`config.mk`:
```
export PLATFORM = sky130hd
export DESIGN_NAME = uart_baud_rx_fifo
export DESIGN_NICKNAME = d
export VERILOG_FILES = /design/src/inc/uart_baud_rx_pkg.sv /design/src/rtl/uart_baud_rx_fifo.sv
export SDC_FILE = /design/constraint.sdc
export NUM_CORES = 1
export LEC_CHECK = 0
export ABC_CLOCK_PERIOD_IN_PS = 4050
export BUFFER_PORTS_ARGS = -buffer_cell sky130_fd_sc_hd__buf_4
export CAP_MARGIN = 10
export CELL_PAD_IN_SITES_DETAIL_PLACEMENT = 2
export CELL_PAD_IN_SITES_GLOBAL_PLACEMENT = 2
export CORE_MARGIN = 3
export CORE_UTILIZATION = 35
export DETAILED_ROUTE_END_ITERATION = 12
export GPL_TIMING_DRIVEN = 1
export HOLD_SLACK_MARGIN = 0.05
export PLACE_DENSITY_LB_ADDON = 0.1
export SKIP_CTS_REPAIR_TIMING = 1
export SYNTH_ARGS = -nofsm -noshare
export SYNTH_HDL_FRONTEND = slang
export SYNTH_SLANG_ARGS = --single-unit
export TNS_END_PERCENT = 50
```
`constraint.sdc`:
```
create_clock -name ref_clk -period 4.05 [get_ports ref_clk]
set_input_delay 0.6075 -clock ref_clk [delete_from_list [all_inputs] [get_ports ref_clk]]
set_output_delay 0.6075 -clock ref_clk [all_outputs]
set_load 0.01 [all_outputs]
```
`src/inc/uart_baud_rx_pkg.sv`:
```
// Constants, register map and state types for the UART baud generator and receive FIFO.
// Assumes a single 250 MHz port clock and a plain one-cycle register port.
// Summary of operation
// Data register: write transmits, read receives
// Bit rate is clock over divisor+mod/8
// Software keeps divisor within range limits
// Software writes low divisor byte first
// No divisor change during transmission
// Three sampling points move with range select; the code moves only pt_a and pt_b, pt_c stays at half+2
// No range select change during transmission
// Modulation carry stretches bit by one clock
// Software computes divisor and modulation values
// Trigger code sets receive-available flag
// Trigger with enable raises interrupt request
// Receive FIFO empty after reset
// Unread counter tracks pushes and reads
// Fifth byte held, sixth overwrites, count four
// Counter cleared on reset and enable set
// Counter read-only, unused bits read zero
// Free-running 16-bit timer times each bit
// Remote sender uses two stop bits
// Software may pick two-byte trigger level
// Overrun or available flag gates interrupt request
// Disable clears counter, buffer, flags; sets tx flags
// Modulation accumulator restarts at every start bit
// Data read pops oldest FIFO byte
package uart_baud_rx_pkg;
  localparam int unsigned ADDR_W = 3;
  // Register offsets
  localparam logic [2:0] OFS_DATA = 3'h0;
  localparam logic [2:0] OFS_DIV_LO = 3'h1;
  localparam logic [2:0] OFS_DIV_HI = 3'h2;
  localparam logic [2:0] OFS_FMC = 3'h3;
  localparam logic [2:0] OFS_COUNT = 3'h4;
  localparam logic [2:0] OFS_CTRL = 3'h5;
  localparam logic [2:0] OFS_STATUS = 3'h6;
  // Field positions
  localparam int unsigned FMC_MOD_LSB = 3;
  localparam int unsigned FMC_RANGE_BIT = 2;
  localparam int unsigned FMC_TRIG_LSB = 0;
  localparam int unsigned CTRL_EN_BIT = 0;
  localparam int unsigned CTRL_RIE_BIT = 1;
  localparam int unsigned ST_AVAIL_BIT = 0;
  localparam int unsigned ST_OVERRUN_BIT = 1;
  localparam int unsigned ST_TX_IDLE_BIT = 2;
  localparam int unsigned ST_TX_EMPTY_BIT = 3;
  // Values after reset
  localparam logic [7:0] DIV_RESET = 8'h00;
  localparam logic [5:0] FMC_RESET = 6'h00;
  localparam logic [1:0] CTRL_RESET = 2'h0;
  // Frame counts
  localparam logic [3:0] RX_DATA_BITS = 4'h8;
  localparam logic [3:0] TX_FRAME_BITS = 4'hB;
  typedef enum logic [1:0] {RX_IDLE, RX_START, RX_DATA, RX_STOP} rx_state_t;
  typedef enum logic {TX_IDLE, TX_SHIFT} tx_state_t;
endpackage : uart_baud_rx_pkg

```
`src/rtl/uart_baud_rx_fifo.sv`:
```
// Baud generator, 8N1 receiver with four-byte FIFO and 8N2 transmitter.
// Assumes rx_pin is asynchronous; register port is on ref_clk.
//
// The register addresses and strobed register access are this design's own decisions.
`timescale 1ns/10ps
`default_nettype none

module bit_period_timer (
  // Clock and reset
  input wire logic ref_clk,
  input wire logic reset,
  // Control
  input wire logic restart,
  input wire logic [15:0] divisor,
  input wire logic [2:0] modulation,
  // Timing
  output logic [15:0] count,
  output logic bit_end
);
  logic [15:0] cnt_q, cnt_d, last;
  logic [2:0] acc_q, acc_d;
  logic ext_q, ext_d;
  logic [3:0] sum;

  always_comb begin
    last = divisor - 16'h0001 + {15'h0000, ext_q};
    bit_end = (cnt_q == last) && !restart;
    sum = {1'b0, acc_q} + {1'b0, modulation};
    cnt_d = cnt_q + 16'h0001;
    acc_d = acc_q;
    ext_d = ext_q;
    if (restart) begin
      cnt_d = 16'h0000;
      {ext_d, acc_d} = {1'b0, modulation};
    end else if (bit_end) begin
      cnt_d = 16'h0000;
      {ext_d, acc_d} = sum;
    end
  end

  always_ff @(posedge ref_clk) begin
    if (reset) begin
      cnt_q <= 16'h0000;
      acc_q <= 3'h0;
      ext_q <= 1'b0;
    end else begin
      cnt_q <= cnt_d;
      acc_q <= acc_d;
      ext_q <= ext_d;
    end
  end

  assign count = cnt_q;
endmodule : bit_period_timer

module uart_baud_rx_fifo
  import uart_baud_rx_pkg::*;
#(
  parameter int unsigned FIFO_DEPTH = 4
) (
  // Clock and reset
  input wire logic ref_clk,
  input wire logic reset,
  // Register port
  input wire logic [ADDR_W-1:0] reg_addr,
  input wire logic [7:0] reg_wdata,
  input wire logic reg_write,
  input wire logic reg_read,
  output logic [7:0] reg_rdata,
  // Serial pins
  input wire logic rx_pin,
  output logic tx_pin,
  // Interrupt request flag
  output logic irq_request
);
  // Registers
  logic [7:0] div_lo_q, div_lo_d, div_hi_q, div_hi_d, rdata_q, rdata_d;
  logic [5:0] fmc_q, fmc_d;
  logic [1:0] ctrl_q, ctrl_d;
  logic port_enable_bit, rx_interrupt_enable, divisor_range_select;
  logic [15:0] bit_divisor;
  logic [2:0] modulation_fraction;
  logic [1:0] rx_trigger_level;
  logic wr_data, rd_data, rd_status, en_set;

  // Receive FIFO
  logic [7:0] mem_q [FIFO_DEPTH];
  logic [7:0] mem_d [FIFO_DEPTH];
  logic [1:0] wr_ptr_q, wr_ptr_d, rd_ptr_q, rd_ptr_d;
  logic [2:0] rx_unread_count_q, rx_unread_count_d, cnt_tmp;
  logic [7:0] hold_q, hold_d;
  logic hold_valid_q, hold_valid_d;
  logic rx_available_flag_q, rx_available_flag_d, overrun_flag_q, overrun_flag_d;
  logic irq_q, irq_d, pop, trig_hit;

  // Receiver
  logic rx_s1_q, rx_s2_q;
  rx_state_t rx_state_q, rx_state_d;
  logic [7:0] rx_shift_q, rx_shift_d;
  logic [3:0] rx_bits_q, rx_bits_d;
  logic samp_a_q, samp_a_d, samp_b_q, samp_b_d;
  logic rx_restart, rx_bit_end, vote_ok, vote, deliver;
  logic [15:0] rx_count, half, pt_a, pt_b, pt_c;

  // Transmitter
  tx_state_t tx_state_q, tx_state_d;
  logic [7:0] tx_buf_q, tx_buf_d;
  logic tx_full_q, tx_full_d, tx_pin_q, tx_pin_d;
  logic [10:0] tx_shift_q, tx_shift_d;
  logic [3:0] tx_bits_q, tx_bits_d;
  logic tx_restart, tx_bit_end;

  assign port_enable_bit = ctrl_q[CTRL_EN_BIT];
  assign rx_interrupt_enable = ctrl_q[CTRL_RIE_BIT];
  assign bit_divisor = {div_hi_q, div_lo_q};
  assign modulation_fraction = fmc_q[FMC_MOD_LSB +: 3];
  assign divisor_range_select = fmc_q[FMC_RANGE_BIT];
  assign rx_trigger_level = fmc_q[FMC_TRIG_LSB +: 2];
  assign wr_data = reg_write && (reg_addr == OFS_DATA);
  assign rd_data = reg_read && (reg_addr == OFS_DATA);
  assign rd_status = reg_read && (reg_addr == OFS_STATUS);
  assign en_set = reg_write && (reg_addr == OFS_CTRL) && reg_wdata[CTRL_EN_BIT];

  // Register file
  always_comb begin
    div_lo_d = div_lo_q;
    div_hi_d = div_hi_q;
    fmc_d = fmc_q;
    ctrl_d = ctrl_q;
    rdata_d = 8'h00;
    if (reg_write) begin
      case (reg_addr)
        OFS_DIV_LO: div_lo_d = reg_wdata;
        OFS_DIV_HI: div_hi_d = reg_wdata;
        OFS_FMC: fmc_d = reg_wdata[5:0];
        OFS_CTRL: ctrl_d = reg_wdata[1:0];
        default: ;
      endcase
    end
    if (reg_read) begin
      case (reg_addr)
        OFS_DATA: rdata_d = mem_q[rd_ptr_q];
        OFS_DIV_LO: rdata_d = div_lo_q;
        OFS_DIV_HI: rdata_d = div_hi_q;
        OFS_FMC: rdata_d = {2'h0, fmc_q};
        OFS_COUNT: rdata_d = {5'h00, rx_unread_count_q};
        OFS_CTRL: rdata_d = {6'h00, ctrl_q};
        OFS_STATUS: rdata_d = {4'h0, !tx_full_q, tx_state_q == TX_IDLE,
                               overrun_flag_q, rx_available_flag_q};
        default: rdata_d = 8'h00;
      endcase
    end
  end

  always_ff @(posedge ref_clk) begin
    if (reset) begin
      div_lo_q <= DIV_RESET;
      div_hi_q <= DIV_RESET;
      fmc_q <= FMC_RESET;
      ctrl_q <= CTRL_RESET;
      rdata_q <= 8'h00;
    end else begin
      div_lo_q <= div_lo_d;
      div_hi_q <= div_hi_d;
      fmc_q <= fmc_d;
      ctrl_q <= ctrl_d;
      rdata_q <= rdata_d;
    end
  end

  // Two-flop synchroniser; only rx_s2_q feeds logic
  always_ff @(posedge ref_clk) begin
    if (reset) begin
      rx_s1_q <= 1'b1;
      rx_s2_q <= 1'b1;
    end else begin
      rx_s1_q <= rx_pin;
      rx_s2_q <= rx_s1_q;
    end
  end

  assign rx_restart = port_enable_bit && (rx_state_q == RX_IDLE) && !rx_s2_q;
  assign tx_restart = port_enable_bit && (tx_state_q == TX_IDLE) && tx_full_q;

  bit_period_timer u_rx_timer (
    .ref_clk(ref_clk),
    .reset(reset),
    .restart(rx_restart),
    .divisor(bit_divisor),
    .modulation(modulation_fraction),
    .count(rx_count),
    .bit_end(rx_bit_end)
  );

  bit_period_timer u_tx_timer (
    .ref_clk(ref_clk),
    .reset(reset),
    .restart(tx_restart),
    .divisor(bit_divisor),
    .modulation(modulation_fraction),
    .count(),
    .bit_end(tx_bit_end)
  );

  // Sampling points; range 1 moves the first two a clock earlier for short divisors
  always_comb begin
    half = {1'b0, bit_divisor[15:1]};
    pt_a = divisor_range_select ? half - 16'h0001 : half;
    pt_b = divisor_range_select ? half : half + 16'h0001;
    pt_c = half + 16'h0002;
    vote_ok = (rx_state_q != RX_IDLE) && (rx_count == pt_c);
  end

  // Receiver
  always_comb begin
    rx_state_d = rx_state_q;
    rx_shift_d = rx_shift_q;
    rx_bits_d = rx_bits_q;
    samp_a_d = (rx_count == pt_a) ? rx_s2_q : samp_a_q;
    samp_b_d = (rx_count == pt_b) ? rx_s2_q : samp_b_q;
    vote = (samp_a_q & samp_b_q) | (samp_a_q & rx_s2_q) | (samp_b_q & rx_s2_q);
    deliver = 1'b0;
    case (rx_state_q)
      RX_IDLE: begin
        rx_bits_d = 4'h0;
        if (rx_restart) begin
          rx_state_d = RX_START;
        end
      end
      RX_START: begin
        if (vote_ok && vote) begin
          rx_state_d = RX_IDLE;
        end else if (rx_bit_end) begin
          rx_state_d = RX_DATA;
        end
      end
      RX_DATA: begin
        if (vote_ok) begin
          rx_shift_d = {vote, rx_shift_q[7:1]};
          rx_bits_d = rx_bits_q + 4'h1;
        end
        if (rx_bit_end && (rx_bits_q == RX_DATA_BITS)) begin
          rx_state_d = RX_STOP;
        end
      end
      RX_STOP: begin
        // Back to idle at mid stop bit so the next start edge resynchronises
        if (vote_ok) begin
          deliver = vote;
          rx_state_d = RX_IDLE;
        end
      end
      default: rx_state_d = RX_IDLE;
    endcase
    if (!port_enable_bit) begin
      rx_state_d = RX_IDLE;
    end
  end

  always_ff @(posedge ref_clk) begin
    if (reset) begin
      rx_state_q <= RX_IDLE;
      rx_shift_q <= 8'h00;
      rx_bits_q <= 4'h0;
      samp_a_q <= 1'b1;
      samp_b_q <= 1'b1;
    end else begin
      rx_state_q <= rx_state_d;
      rx_shift_q <= rx_shift_d;
      rx_bits_q <= rx_bits_d;
      samp_a_q <= samp_a_d;
      samp_b_q <= samp_b_d;
    end
  end

  // Receive FIFO, holding stage, flags and interrupt request
  always_comb begin
    mem_d = mem_q;
    wr_ptr_d = wr_ptr_q;
    rd_ptr_d = rd_ptr_q;
    hold_d = hold_q;
    hold_valid_d = hold_valid_q;
    overrun_flag_d = overrun_flag_q && !rd_status;
    pop = rd_data && (rx_unread_count_q != 3'h0);
    cnt_tmp = rx_unread_count_q - {2'h0, pop};
    if (pop) begin
      rd_ptr_d = rd_ptr_q + 2'h1;
    end
    if (pop && hold_valid_q) begin
      mem_d[wr_ptr_q] = hold_q;
      wr_ptr_d = wr_ptr_q + 2'h1;
      cnt_tmp = cnt_tmp + 3'h1;
      hold_valid_d = 1'b0;
    end
    if (deliver) begin
      if (cnt_tmp < 3'(FIFO_DEPTH) && !(pop && hold_valid_q)) begin
        mem_d[wr_ptr_d] = rx_shift_q;
        wr_ptr_d = wr_ptr_d + 2'h1;
        cnt_tmp = cnt_tmp + 3'h1;
      end else begin
        hold_d = rx_shift_q;
        hold_valid_d = 1'b1;
        overrun_flag_d = 1'b1;
      end
    end
    rx_unread_count_d = cnt_tmp;
    if (en_set || !port_enable_bit) begin
      rx_unread_count_d = 3'h0;
      wr_ptr_d = 2'h0;
      rd_ptr_d = 2'h0;
      hold_valid_d = 1'b0;
      overrun_flag_d = 1'b0;
    end
    case (rx_trigger_level)
      2'h0: trig_hit = rx_unread_count_d >= 3'h4;
      2'h1: trig_hit = rx_unread_count_d >= 3'h1;
      2'h2: trig_hit = rx_unread_count_d >= 3'h2;
      default: trig_hit = rx_unread_count_d >= 3'h3;
    endcase
    rx_available_flag_d = trig_hit;
    irq_d = rx_interrupt_enable && (trig_hit || overrun_flag_d);
  end

  always_ff @(posedge ref_clk) begin
    if (reset) begin
      mem_q <= '{default: 8'h00};
      wr_ptr_q <= 2'h0;
      rd_ptr_q <= 2'h0;
      rx_unread_count_q <= 3'h0;
      hold_q <= 8'h00;
      hold_valid_q <= 1'b0;
      rx_available_flag_q <= 1'b0;
      overrun_flag_q <= 1'b0;
      irq_q <= 1'b0;
    end else begin
      mem_q <= mem_d;
      wr_ptr_q <= wr_ptr_d;
      rd_ptr_q <= rd_ptr_d;
      rx_unread_count_q <= rx_unread_count_d;
      hold_q <= hold_d;
      hold_valid_q <= hold_valid_d;
      rx_available_flag_q <= rx_available_flag_d;
      overrun_flag_q <= overrun_flag_d;
      irq_q <= irq_d;
    end
  end

  // Transmitter: start, eight data bits, two stop bits
  always_comb begin
    tx_state_d = tx_state_q;
    tx_buf_d = tx_buf_q;
    tx_full_d = tx_full_q;
    tx_shift_d = tx_shift_q;
    tx_bits_d = tx_bits_q;
    tx_pin_d = 1'b1;
    case (tx_state_q)
      TX_IDLE: begin
        if (tx_restart) begin
          tx_shift_d = {2'h3, tx_buf_q, 1'b0};
          tx_bits_d = 4'h0;
          tx_full_d = 1'b0;
          tx_state_d = TX_SHIFT;
        end
      end
      TX_SHIFT: begin
        tx_pin_d = tx_shift_q[0];
        if (tx_bit_end) begin
          tx_shift_d = {1'b1, tx_shift_q[10:1]};
          tx_bits_d = tx_bits_q + 4'h1;
          if (tx_bits_q == TX_FRAME_BITS - 4'h1) begin
            tx_state_d = TX_IDLE;
            tx_pin_d = 1'b1;
          end
        end
      end
      default: tx_state_d = TX_IDLE;
    endcase
    if (wr_data && port_enable_bit && !tx_full_q) begin
      tx_buf_d = reg_wdata;
      tx_full_d = 1'b1;
    end
    if (!port_enable_bit) begin
      tx_state_d = TX_IDLE;
      tx_full_d = 1'b0;
      tx_pin_d = 1'b1;
    end
  end

  always_ff @(posedge ref_clk) begin
    if (reset) begin
      tx_state_q <= TX_IDLE;
      tx_buf_q <= 8'h00;
      tx_full_q <= 1'b0;
      tx_shift_q <= 11'h7FF;
      tx_bits_q <= 4'h0;
      tx_pin_q <= 1'b1;
    end else begin
      tx_state_q <= tx_state_d;
      tx_buf_q <= tx_buf_d;
      tx_full_q <= tx_full_d;
      tx_shift_q <= tx_shift_d;
      tx_bits_q <= tx_bits_d;
      tx_pin_q <= tx_pin_d;
    end
  end

  assign reg_rdata = rdata_q;
  assign tx_pin = tx_pin_q;
  assign irq_request = irq_q;
endmodule : uart_baud_rx_fifo

`default_nettype wire

```
==> results by group, run 1 <==
Layout
  • Multi-input logic area: between 0.007 and 0.008 mm²
  • Layout cell share with drive strength beyond 1: a little over an eighth
  • Inserted Diodes: 0
  • Final Util: 40.6%
  • Fillers: between 3000 and 4000
  • Reg area: 0.00331 mm²
  • Synth-to-layout area growth: 13.0%
  • Net count, final: approximately 1400

STA
  • Worst slew pin tran: 1.14 ns
  • Setup Skew: between 0.015 and 0.02 ns
  • Final min period: roughly 3.8 ns
  • FMAX: between 200 and 300 MHz
  • Max Slew Vio Count: 0
  • Setup Viol. Count Final: 0
  • Unrepaired setup endpoints after global routing: false
  • Setup_tns: 0 ns
  • Fin crit share: between 90% and 100%
  • Final Hold Fails: 0
  • Slew Limit Headroom: 23.9%

Place
  • Post-DP HPWL: approximately 30000 µm
  • Port-buffer cells: 25
  • RePlAce Congestion: approximately 0.85

Run
  • Max_cap viols: 0

Setup path
  • Critical Path RT: about 4.4 ns
  • Crit. End Element: flip-flop
  • WP buf/inv: 1
  • CP Launch Type: flip-flop
  • Crit path max-delay family: simple AND/OR/NAND/NOR gates
  • Worst EP arrival: roughly 4.2 ns
  • Critical path type: reg -> reg
  • CP Cell Sequence: inv_1 -> ha_1 -> nand2b_1 -> nand2_1 -> o221a_2 -> or3_1 -> or4b_1 -> a21oi_1 -> a311oi_2 -> or4_1 -> o311a_1
  • Largest stage delay on the critical path: approximately 0.57 ns
  • Critical path's slowest cell: or4_1
  • Max FO, Critical Path: 8

Global route
  • GR Overflow Total: 0
  • Number of global-route vias before repair: about 11000
  • Largest net degree at the start of global routing: 72
  • First-pass GRT wire length: 64200 µm
  • GRT Total Usage: between 20% and 30%
  • Initial antenna violation count: 0

Clock tree
  • CTS tree: yes
  • Root Driver: clkbuf_16
  • Clock latency on the worst-skew pair: between 0.4 and 0.5 ns
  • Clk buf depth: 2
  • CTS Buf Count: 17
  • CTS Sinks: approximately 170
  • Clk pin slew, worst setup/hold paths: around 0.070 ns
  • H-Tree Depth: 4

Drt
  • Via count: approximately 10000
  • WL/cell: 23.3 µm
  • DR pass1 iterations: 5
  • Drc violations: 0
  • Post-route ant nets: 0
  • Initial DRC count: 521
  • Avg Vias per Cell: between 5 and 6
  • Final WL: ~41000 µm

Synth
  • Mux cell area share after synthesis: ~8.3%
  • Synth top area cells: dfxtp_1 31%, xnor2_1 6.1%, mux2i_1 5.5%
  • Post-synth EDFFs: 0
  • Synth Area in Adders: roughly 4.4%
  • Syn Inst Count: around 1300
  • Largest family of logic cells by synthesized area: simple AND/OR/NAND/NOR gates
  • Yosys reg bits: between 150 and 200
  • Synthesized cell area: 0.0108 mm²
  • Count of cell types in the netlist: 89
  • Synth top area share: 30.6%
  • Post-synthesis area per instance: 8.16 µm²
  • Register area share after synthesis: 30.6%
  • Post-synth top flop: dfxtp_1
  • Area leader, netlist: dfxtp_1
  • Post-synth ARST share: 0%
  • Warnings from Yosys: 0
  • Compound-Gate Fraction of Synth Area: about 16%
  • Simple-gate share of the synthesized area: about a quarter
  • Xor/xnor share of the synthesized area: between 10 and 15%
  • Net Count, Synth: 1375

Pwr
  • Worst IR Drop VDD: 313 µV
  • Leakage: ~0.0047 µW
  • Power per Cell Area: roughly 320 mW/mm²

Die
  • Die Area: 0.0330 mm²
  • Die H: 182 µm
  • Die Wd: 182 µm
  • Cell row count: 63
  • # IOs: 26
  • Initial Utilization: 36.0%
  • Core area: ~0.03 mm²

Min path
  • Hold crit path type: in -> reg

Outcome
  • Status: finished clean
==> path summary, 6_finish.rpt <==
path	cells after the start	slack, ns	endpoint	start
worst min-delay path	2	0.33	rx_s1_q$_SDFF_PP1_	rx_pin
worst max register to register	11	0.22	u_rx_timer.acc_q[2]$_SDFFE_PP0P_	div_lo_q[0]$_SDFFE_PP0P_
worst min register to register	1	0.43	rx_s2_q$_SDFF_PP1_	rx_s1_q$_SDFF_PP1_
worst max-delay path	11	0.22	u_rx_timer.acc_q[2]$_SDFFE_PP0P_	div_lo_q[0]$_SDFFE_PP0P_
==> registers in the layout, summed over array words and instances, names as in the netlist, 2 cells and up, named ones only <==
register	flops
ctrl_q	2
div_hi_q	8
div_lo_q	8
fmc_q	6
hold_q	8
mem_q	32
rd_ptr_q	2
reg_rdata	8
rx_bits_q	4
rx_shift_q	8
rx_unread_count_q	3
tx_bits_q	4
tx_buf_q	8
tx_shift_q	9
u_rx_timer.acc_q	3
u_rx_timer.count	16
u_tx_timer.acc_q	3
u_tx_timer.count	16
wr_ptr_q	2
==> cell usage after synthesis (19+ instances only) <==
cell type,instances
dfxtp_1,165
nand4_1,19
clkbuf_1,61
a211oi_1,48
nand3_1,54
xnor2_1,75
ha_1,34
xor2_1,51
mux2i_1,59
inv_1,36
a21oi_1,87
and3_1,21
nor2_1,146
nand2_1,140
nor3_1,34
o21ai_0,21
==> per-stage QoR <==
step	power [µW]	cell area, µm²	setup WS, ns	hold slack, ns	instances
2_1_floorplan	2030	10800	0.279	0.389	1323
3_3_place_gp	2190	11500	0.199	0.419	1709
3_5_place_dp	2210	11500	0.0939	0.423	1709
4_1_cts	3910	12100	0.0698	0.312	1741
5_1_grt	4040	12200	0.0251	0.321	1742
6_report	3880	12200	0.221	0.333	1742
==> power breakdown <==
group	switching (µW)	total (µW)	leakage (µW)	internal, µW
Combinational	333	532	0.00309	199
Clock	798	1700	0.000283	899
Sequential	20.0	1650	0.00133	1630
==> cells in the final DEF, fill, tap and decap left out, types with 4 or more instances in the layout <==
cell type and n:
a211oi_1 46, a21o_1 8, a21oi_1 87, a22oi_1 4, a31o_2 4, a31oi_1 11, a41oi_1 4, and2_1 8
and3_1 21, and4_1 4, buf_4 83, clkbuf_16 17, dfxtp_1 162, ha_1 34, inv_1 36, mux2_2 7
mux2i_1 59, mux4_2 10, nand2_1 137, nand2b_1 12, nand3_1 54, nand3b_1 6, nand4_1 19, nor2_1 146
nor2b_1 14, nor3_1 33, nor3b_1 5, nor4_1 14, nor4b_1 4, o2111ai_1 5, o211ai_1 4, o21ai_0 21
o22a_1 4, o22ai_1 5, or2_2 6, or3_1 18, or4_1 6, xnor2_1 74, xor2_1 51
==> routing by layer <==
layer | up-vias | wire length (µm) | track usage [%]
met4 | 0 | 748 | 6.52
met3 | 45 | 1290 | 4.27
met1 | 5079 | 19300 | 33.8
li1 | 4755 | - | -
met5 | - | 0 | 0
met2 | 131 | 19100 | 40.3
==> logic make-up (layout without fill, tap and decap cells) <==
group / after synthesis / in the layout
adders and majority gates: 37 / 37
DFF: 165 / 165
AOI/OAI and AO/OA: 256 / 256
buffers and inverters: 126 / 155
and+or+nand+nor: 533 / 533
muxes: 76 / 76
xor gates and xnor gates: 130 / 130
==> layout make-up <==
type                            count  area share, %
Clock buffer                       19           3.71
Clock inverter                     13           1.15
Inverter                           40           1.23
Multi-Input combinational cell   1032           57.7
Sequential cell                   165           27.1
Tap cell                          390           4.00
Timing Repair Buffer               83           5.11
Note: power is estimated with default switching activity, not from simulation.
==> run 2, diff against run 1 <==
--- a/config.mk
+++ b/config.mk
@@ -5,17 +5,19 @@
 export SDC_FILE = /design/constraint.sdc
 export NUM_CORES = 1
 export LEC_CHECK = 0
+export ABC_AREA = 1
 export ABC_CLOCK_PERIOD_IN_PS = 4050
 export BUFFER_PORTS_ARGS = -buffer_cell sky130_fd_sc_hd__buf_4
 export CAP_MARGIN = 10
 export CELL_PAD_IN_SITES_DETAIL_PLACEMENT = 2
 export CELL_PAD_IN_SITES_GLOBAL_PLACEMENT = 2
 export CORE_MARGIN = 3
-export CORE_UTILIZATION = 35
+export CORE_UTILIZATION = 33
 export DETAILED_ROUTE_END_ITERATION = 12
 export GPL_TIMING_DRIVEN = 1
 export HOLD_SLACK_MARGIN = 0.05
 export PLACE_DENSITY_LB_ADDON = 0.1
+export REMOVE_ABC_BUFFERS = 1
 export SKIP_CTS_REPAIR_TIMING = 1
 export SYNTH_ARGS = -nofsm -noshare
 export SYNTH_HDL_FRONTEND = slang
==> results by group, run 2 <==
Outcome
  • Status: finished clean

Die
  • Cell row count: between 60 and 70
  • Die Wd: around 190 µm
  • Die Area: between 0.03 and 0.04 mm²
  • # IOs: 26
  • Initial Utilization: between 30% and 40%
  • Die H: about 190 µm
  • Core area: around 0.032 mm²

Global route
  • First-pass GRT wire length: roughly 66000 µm
  • GRT Total Usage: between 20% and 30%
  • GR Overflow Total: 0
  • Number of global-route vias before repair: ~12000
  • Largest net degree at the start of global routing: 76
  • Initial antenna violation count: 0

Pwr
  • Sw Ratio: between 30% and 40%
  • Psw: between 1000 and 1500 µW
  • Seq pwr share: 42.2%
  • Clock power frac: a little over two fifths
  • Power per Cell Area: 329 mW/mm²
  • Worst IR Drop VDD: 287 µV
  • Cell internal pwr: between 2000 and 3000 µW
  • Leakage: between 0.005 and 0.006 µW
  • Comb pwr share: between 10% and 20%

Layout
  • Inserted Diodes: 0
  • Layout cell share with drive strength beyond 1: between 9 and 10%
  • Leading cell type in the layout, fill and taps excluded: nand2_1
  • Net count, final: between 1500 and 2000
  • Final Util: between 30% and 40%
  • Top reg by flops: mem_q
  • Max FFs per register: 32
  • Most frequent cells in the layout: 355 x nand2_1, 184 x inv_1, 165 x dfxtp_1, 151 x nor2_1, 132 x o21ai_0
  • Synth-to-layout area growth: 11.2%

Synth
  • Most common cell in the netlist: nand2_1
  • Warnings from Yosys: 0
  • Yosys reg bits: ~170
  • Synth cell count leaders: 355 x nand2_1, 185 x inv_1, 165 x dfxtp_1
  • Syn Inst Count: roughly 1600
  • Compound-Gate Fraction of Synth Area: about 15%
  • Largest family of logic cells by synthesized area: simple AND/OR/NAND/NOR gates
  • Mux cell area share after synthesis: 0%
  • Post-synth EDFFs: 0
  • Synth top area share: 30.5%
  • Synth top area cells: dfxtp_1 30%, nand2_1 12%, inv_1 6.4%
  • Synth Area in Adders: about 4.3%
  • Synthesized cell area: ~0.011 mm²
  • Xor/xnor share of the synthesized area: roughly 8%
  • Register area share after synthesis: 30.5%
  • Post-synthesis area per instance: about 6.8 µm²
  • Area leader, netlist: dfxtp_1
  • Post-synth top flop: dfxtp_1
  • Post-synth ARST share: 0%
  • Count of cell types in the netlist: between 60 and 70
  • Simple-gate share of the synthesized area: 32.7%

Clock tree
  • CTS tree: yes
  • Clock latency on the worst-skew pair: 0.46 ns
  • Clk buf depth: 2
  • CTS Buf Count: 17
  • H-Tree Depth: 4
  • Root Driver: clkbuf_16
  • CTS Sinks: 165
  • Clk pin slew, worst setup/hold paths: 0.07 ns

Min path
  • Hold crit path type: in -> reg

STA
  • Max Slew Vio Count: 0
  • Fin crit share: between 90% and 100%
  • Final min period: between 3 and 4 ns
  • FMAX: 272 MHz
  • Setup Skew: approximately 0.016 ns
  • Setup Viol. Count Final: 0
  • Slew Limit Headroom: ~44%
  • Worst slew pin tran: between 0.8 and 0.9 ns
  • Setup_tns: 0 ns
  • Unrepaired setup endpoints after global routing: true
  • Final Hold Fails: 0

Setup path
  • Worst EP arrival: between 3 and 4 ns
  • Critical path's slowest cell: dfxtp_1
  • Critical path type: reg -> reg
  • Max FO, Critical Path: 11
  • Crit. End Element: flip-flop
  • Critical Path RT: 4.35 ns
  • Largest stage delay on the critical path: roughly 0.48 ns
  • CP Cell Sequence: inv_2 -> ha_1 -> inv_2 -> nand2_2 -> nand2_2 -> nand2_1 -> nand2_1 -> nand2_1 -> nor2_2 -> nand2_2 -> nor2_1 -> nand2_1 -> xor2_1 -> o21ai_1 -> nor2_2 -> nand4_2 -> nand2_4 -> inv_2 -> nand2_1 -> nand3_1
  • WP buf/inv: 3
  • Crit path max-delay family: simple AND/OR/NAND/NOR gates
  • CP Launch Type: flip-flop
  • Most used cell along the critical path: nand2_1

Drt
  • Initial DRC count: between 500 and 600
  • Post-route ant nets: 0
  • Via count: 10700
  • Avg Vias per Cell: 5.19
  • Drc violations: 0
  • Final WL: 41700 µm
  • WL/cell: roughly 20 µm
  • DR pass1 iterations: 4

Place
  • Post-DP HPWL: roughly 32000 µm
  • Port-buffer cells: 25
  • RePlAce Congestion: 0.823

Run
  • Max_cap viols: 0
[run 2: changes by cell type after synthesis, sizes merged, moves of 45 or more]
cell,before,now
xnor2,75,18
o21ai,23,146
mux2i,59,0
nand3,55,100
inv,37,193
nand2,140,381
[run 2: cell families after synthesis]
| kind of cell | Yosys count |
|---|---|
| flops | 165 |
| xor+xnor | 95 |
| simple gates | 756 |
| buf+inv | 245 |
| compound gates | 304 |
| fa+ha+maj | 36 |
[run 2: worst reg2reg max path, delay by kind of cell, from the launching register on]
kind            cells  cell delay [ns]
compound gates      1             0.10
xor+xnor            1             0.15
fa+ha+maj           1             0.26
buf+inv             3             0.41
flops               1             0.48
simple gates       14             2.12
[run 2: power groups by stage]
stage               Combinational [µW]  Clock [µW]  Sequential, µW
finish                             623        1670            1670
floorplan                          406           0            1700
global placement                   601           0            1710
global route                       696        1780            1680
detailed placement                 621           0            1710
CTS                                628        1700            1670
[run 2: path summary, 6_finish.rpt]
check / end / cells past startpoint / startpoint / slack (ns)
max: tx_shift_q[3]$_SDFFE_PP1P_ / 20 / div_lo_q[0]$_SDFFE_PP0P_ / 0.37
min: rx_s1_q$_SDFF_PP1_ / 2 / rx_pin / 0.34
max reg2reg: tx_shift_q[3]$_SDFFE_PP1P_ / 20 / div_lo_q[0]$_SDFFE_PP0P_ / 0.37
min reg2reg: rx_s2_q$_SDFF_PP1_ / 1 / rx_s1_q$_SDFF_PP1_ / 0.42
[run 2: stage by stage]
stage	total power (µW)	cell area, µm²	setup WS, ns	hold WS, ns	instances
floorplan	2110	10600	0.670	0.389	1553
global placement	2310	11500	0.392	0.390	2032
detailed placement	2330	11500	0.205	0.397	2032
CTS	4000	12000	0.285	0.318	2064
global route	4160	12000	-0.0441	0.320	2064
finish	3970	12000	0.373	0.336	2064
[run 2: layout make-up]
class                           instances  area [µm²]
Multi-Input combinational cell       1191        6540
Sequential cell                       165        3300
Clock inverter                         10         111
Inverter                              197         741
Clock buffer                           22         464
Fill cell                            3929       19900
Tap cell                              435         544
Timing Repair Buffer                   44         343
[run 2: layer usage]
metal	share of wire [%]	vias to the layer above	wire length, µm	track usage [%]
met3	2.5	60	1040	3.41
met2	50	124	20800	43.1
met5	0	-	0	0
met4	2.8	0	1180	7.68
li1	-	5232	-	-
met1	45	5305	18600	29.7
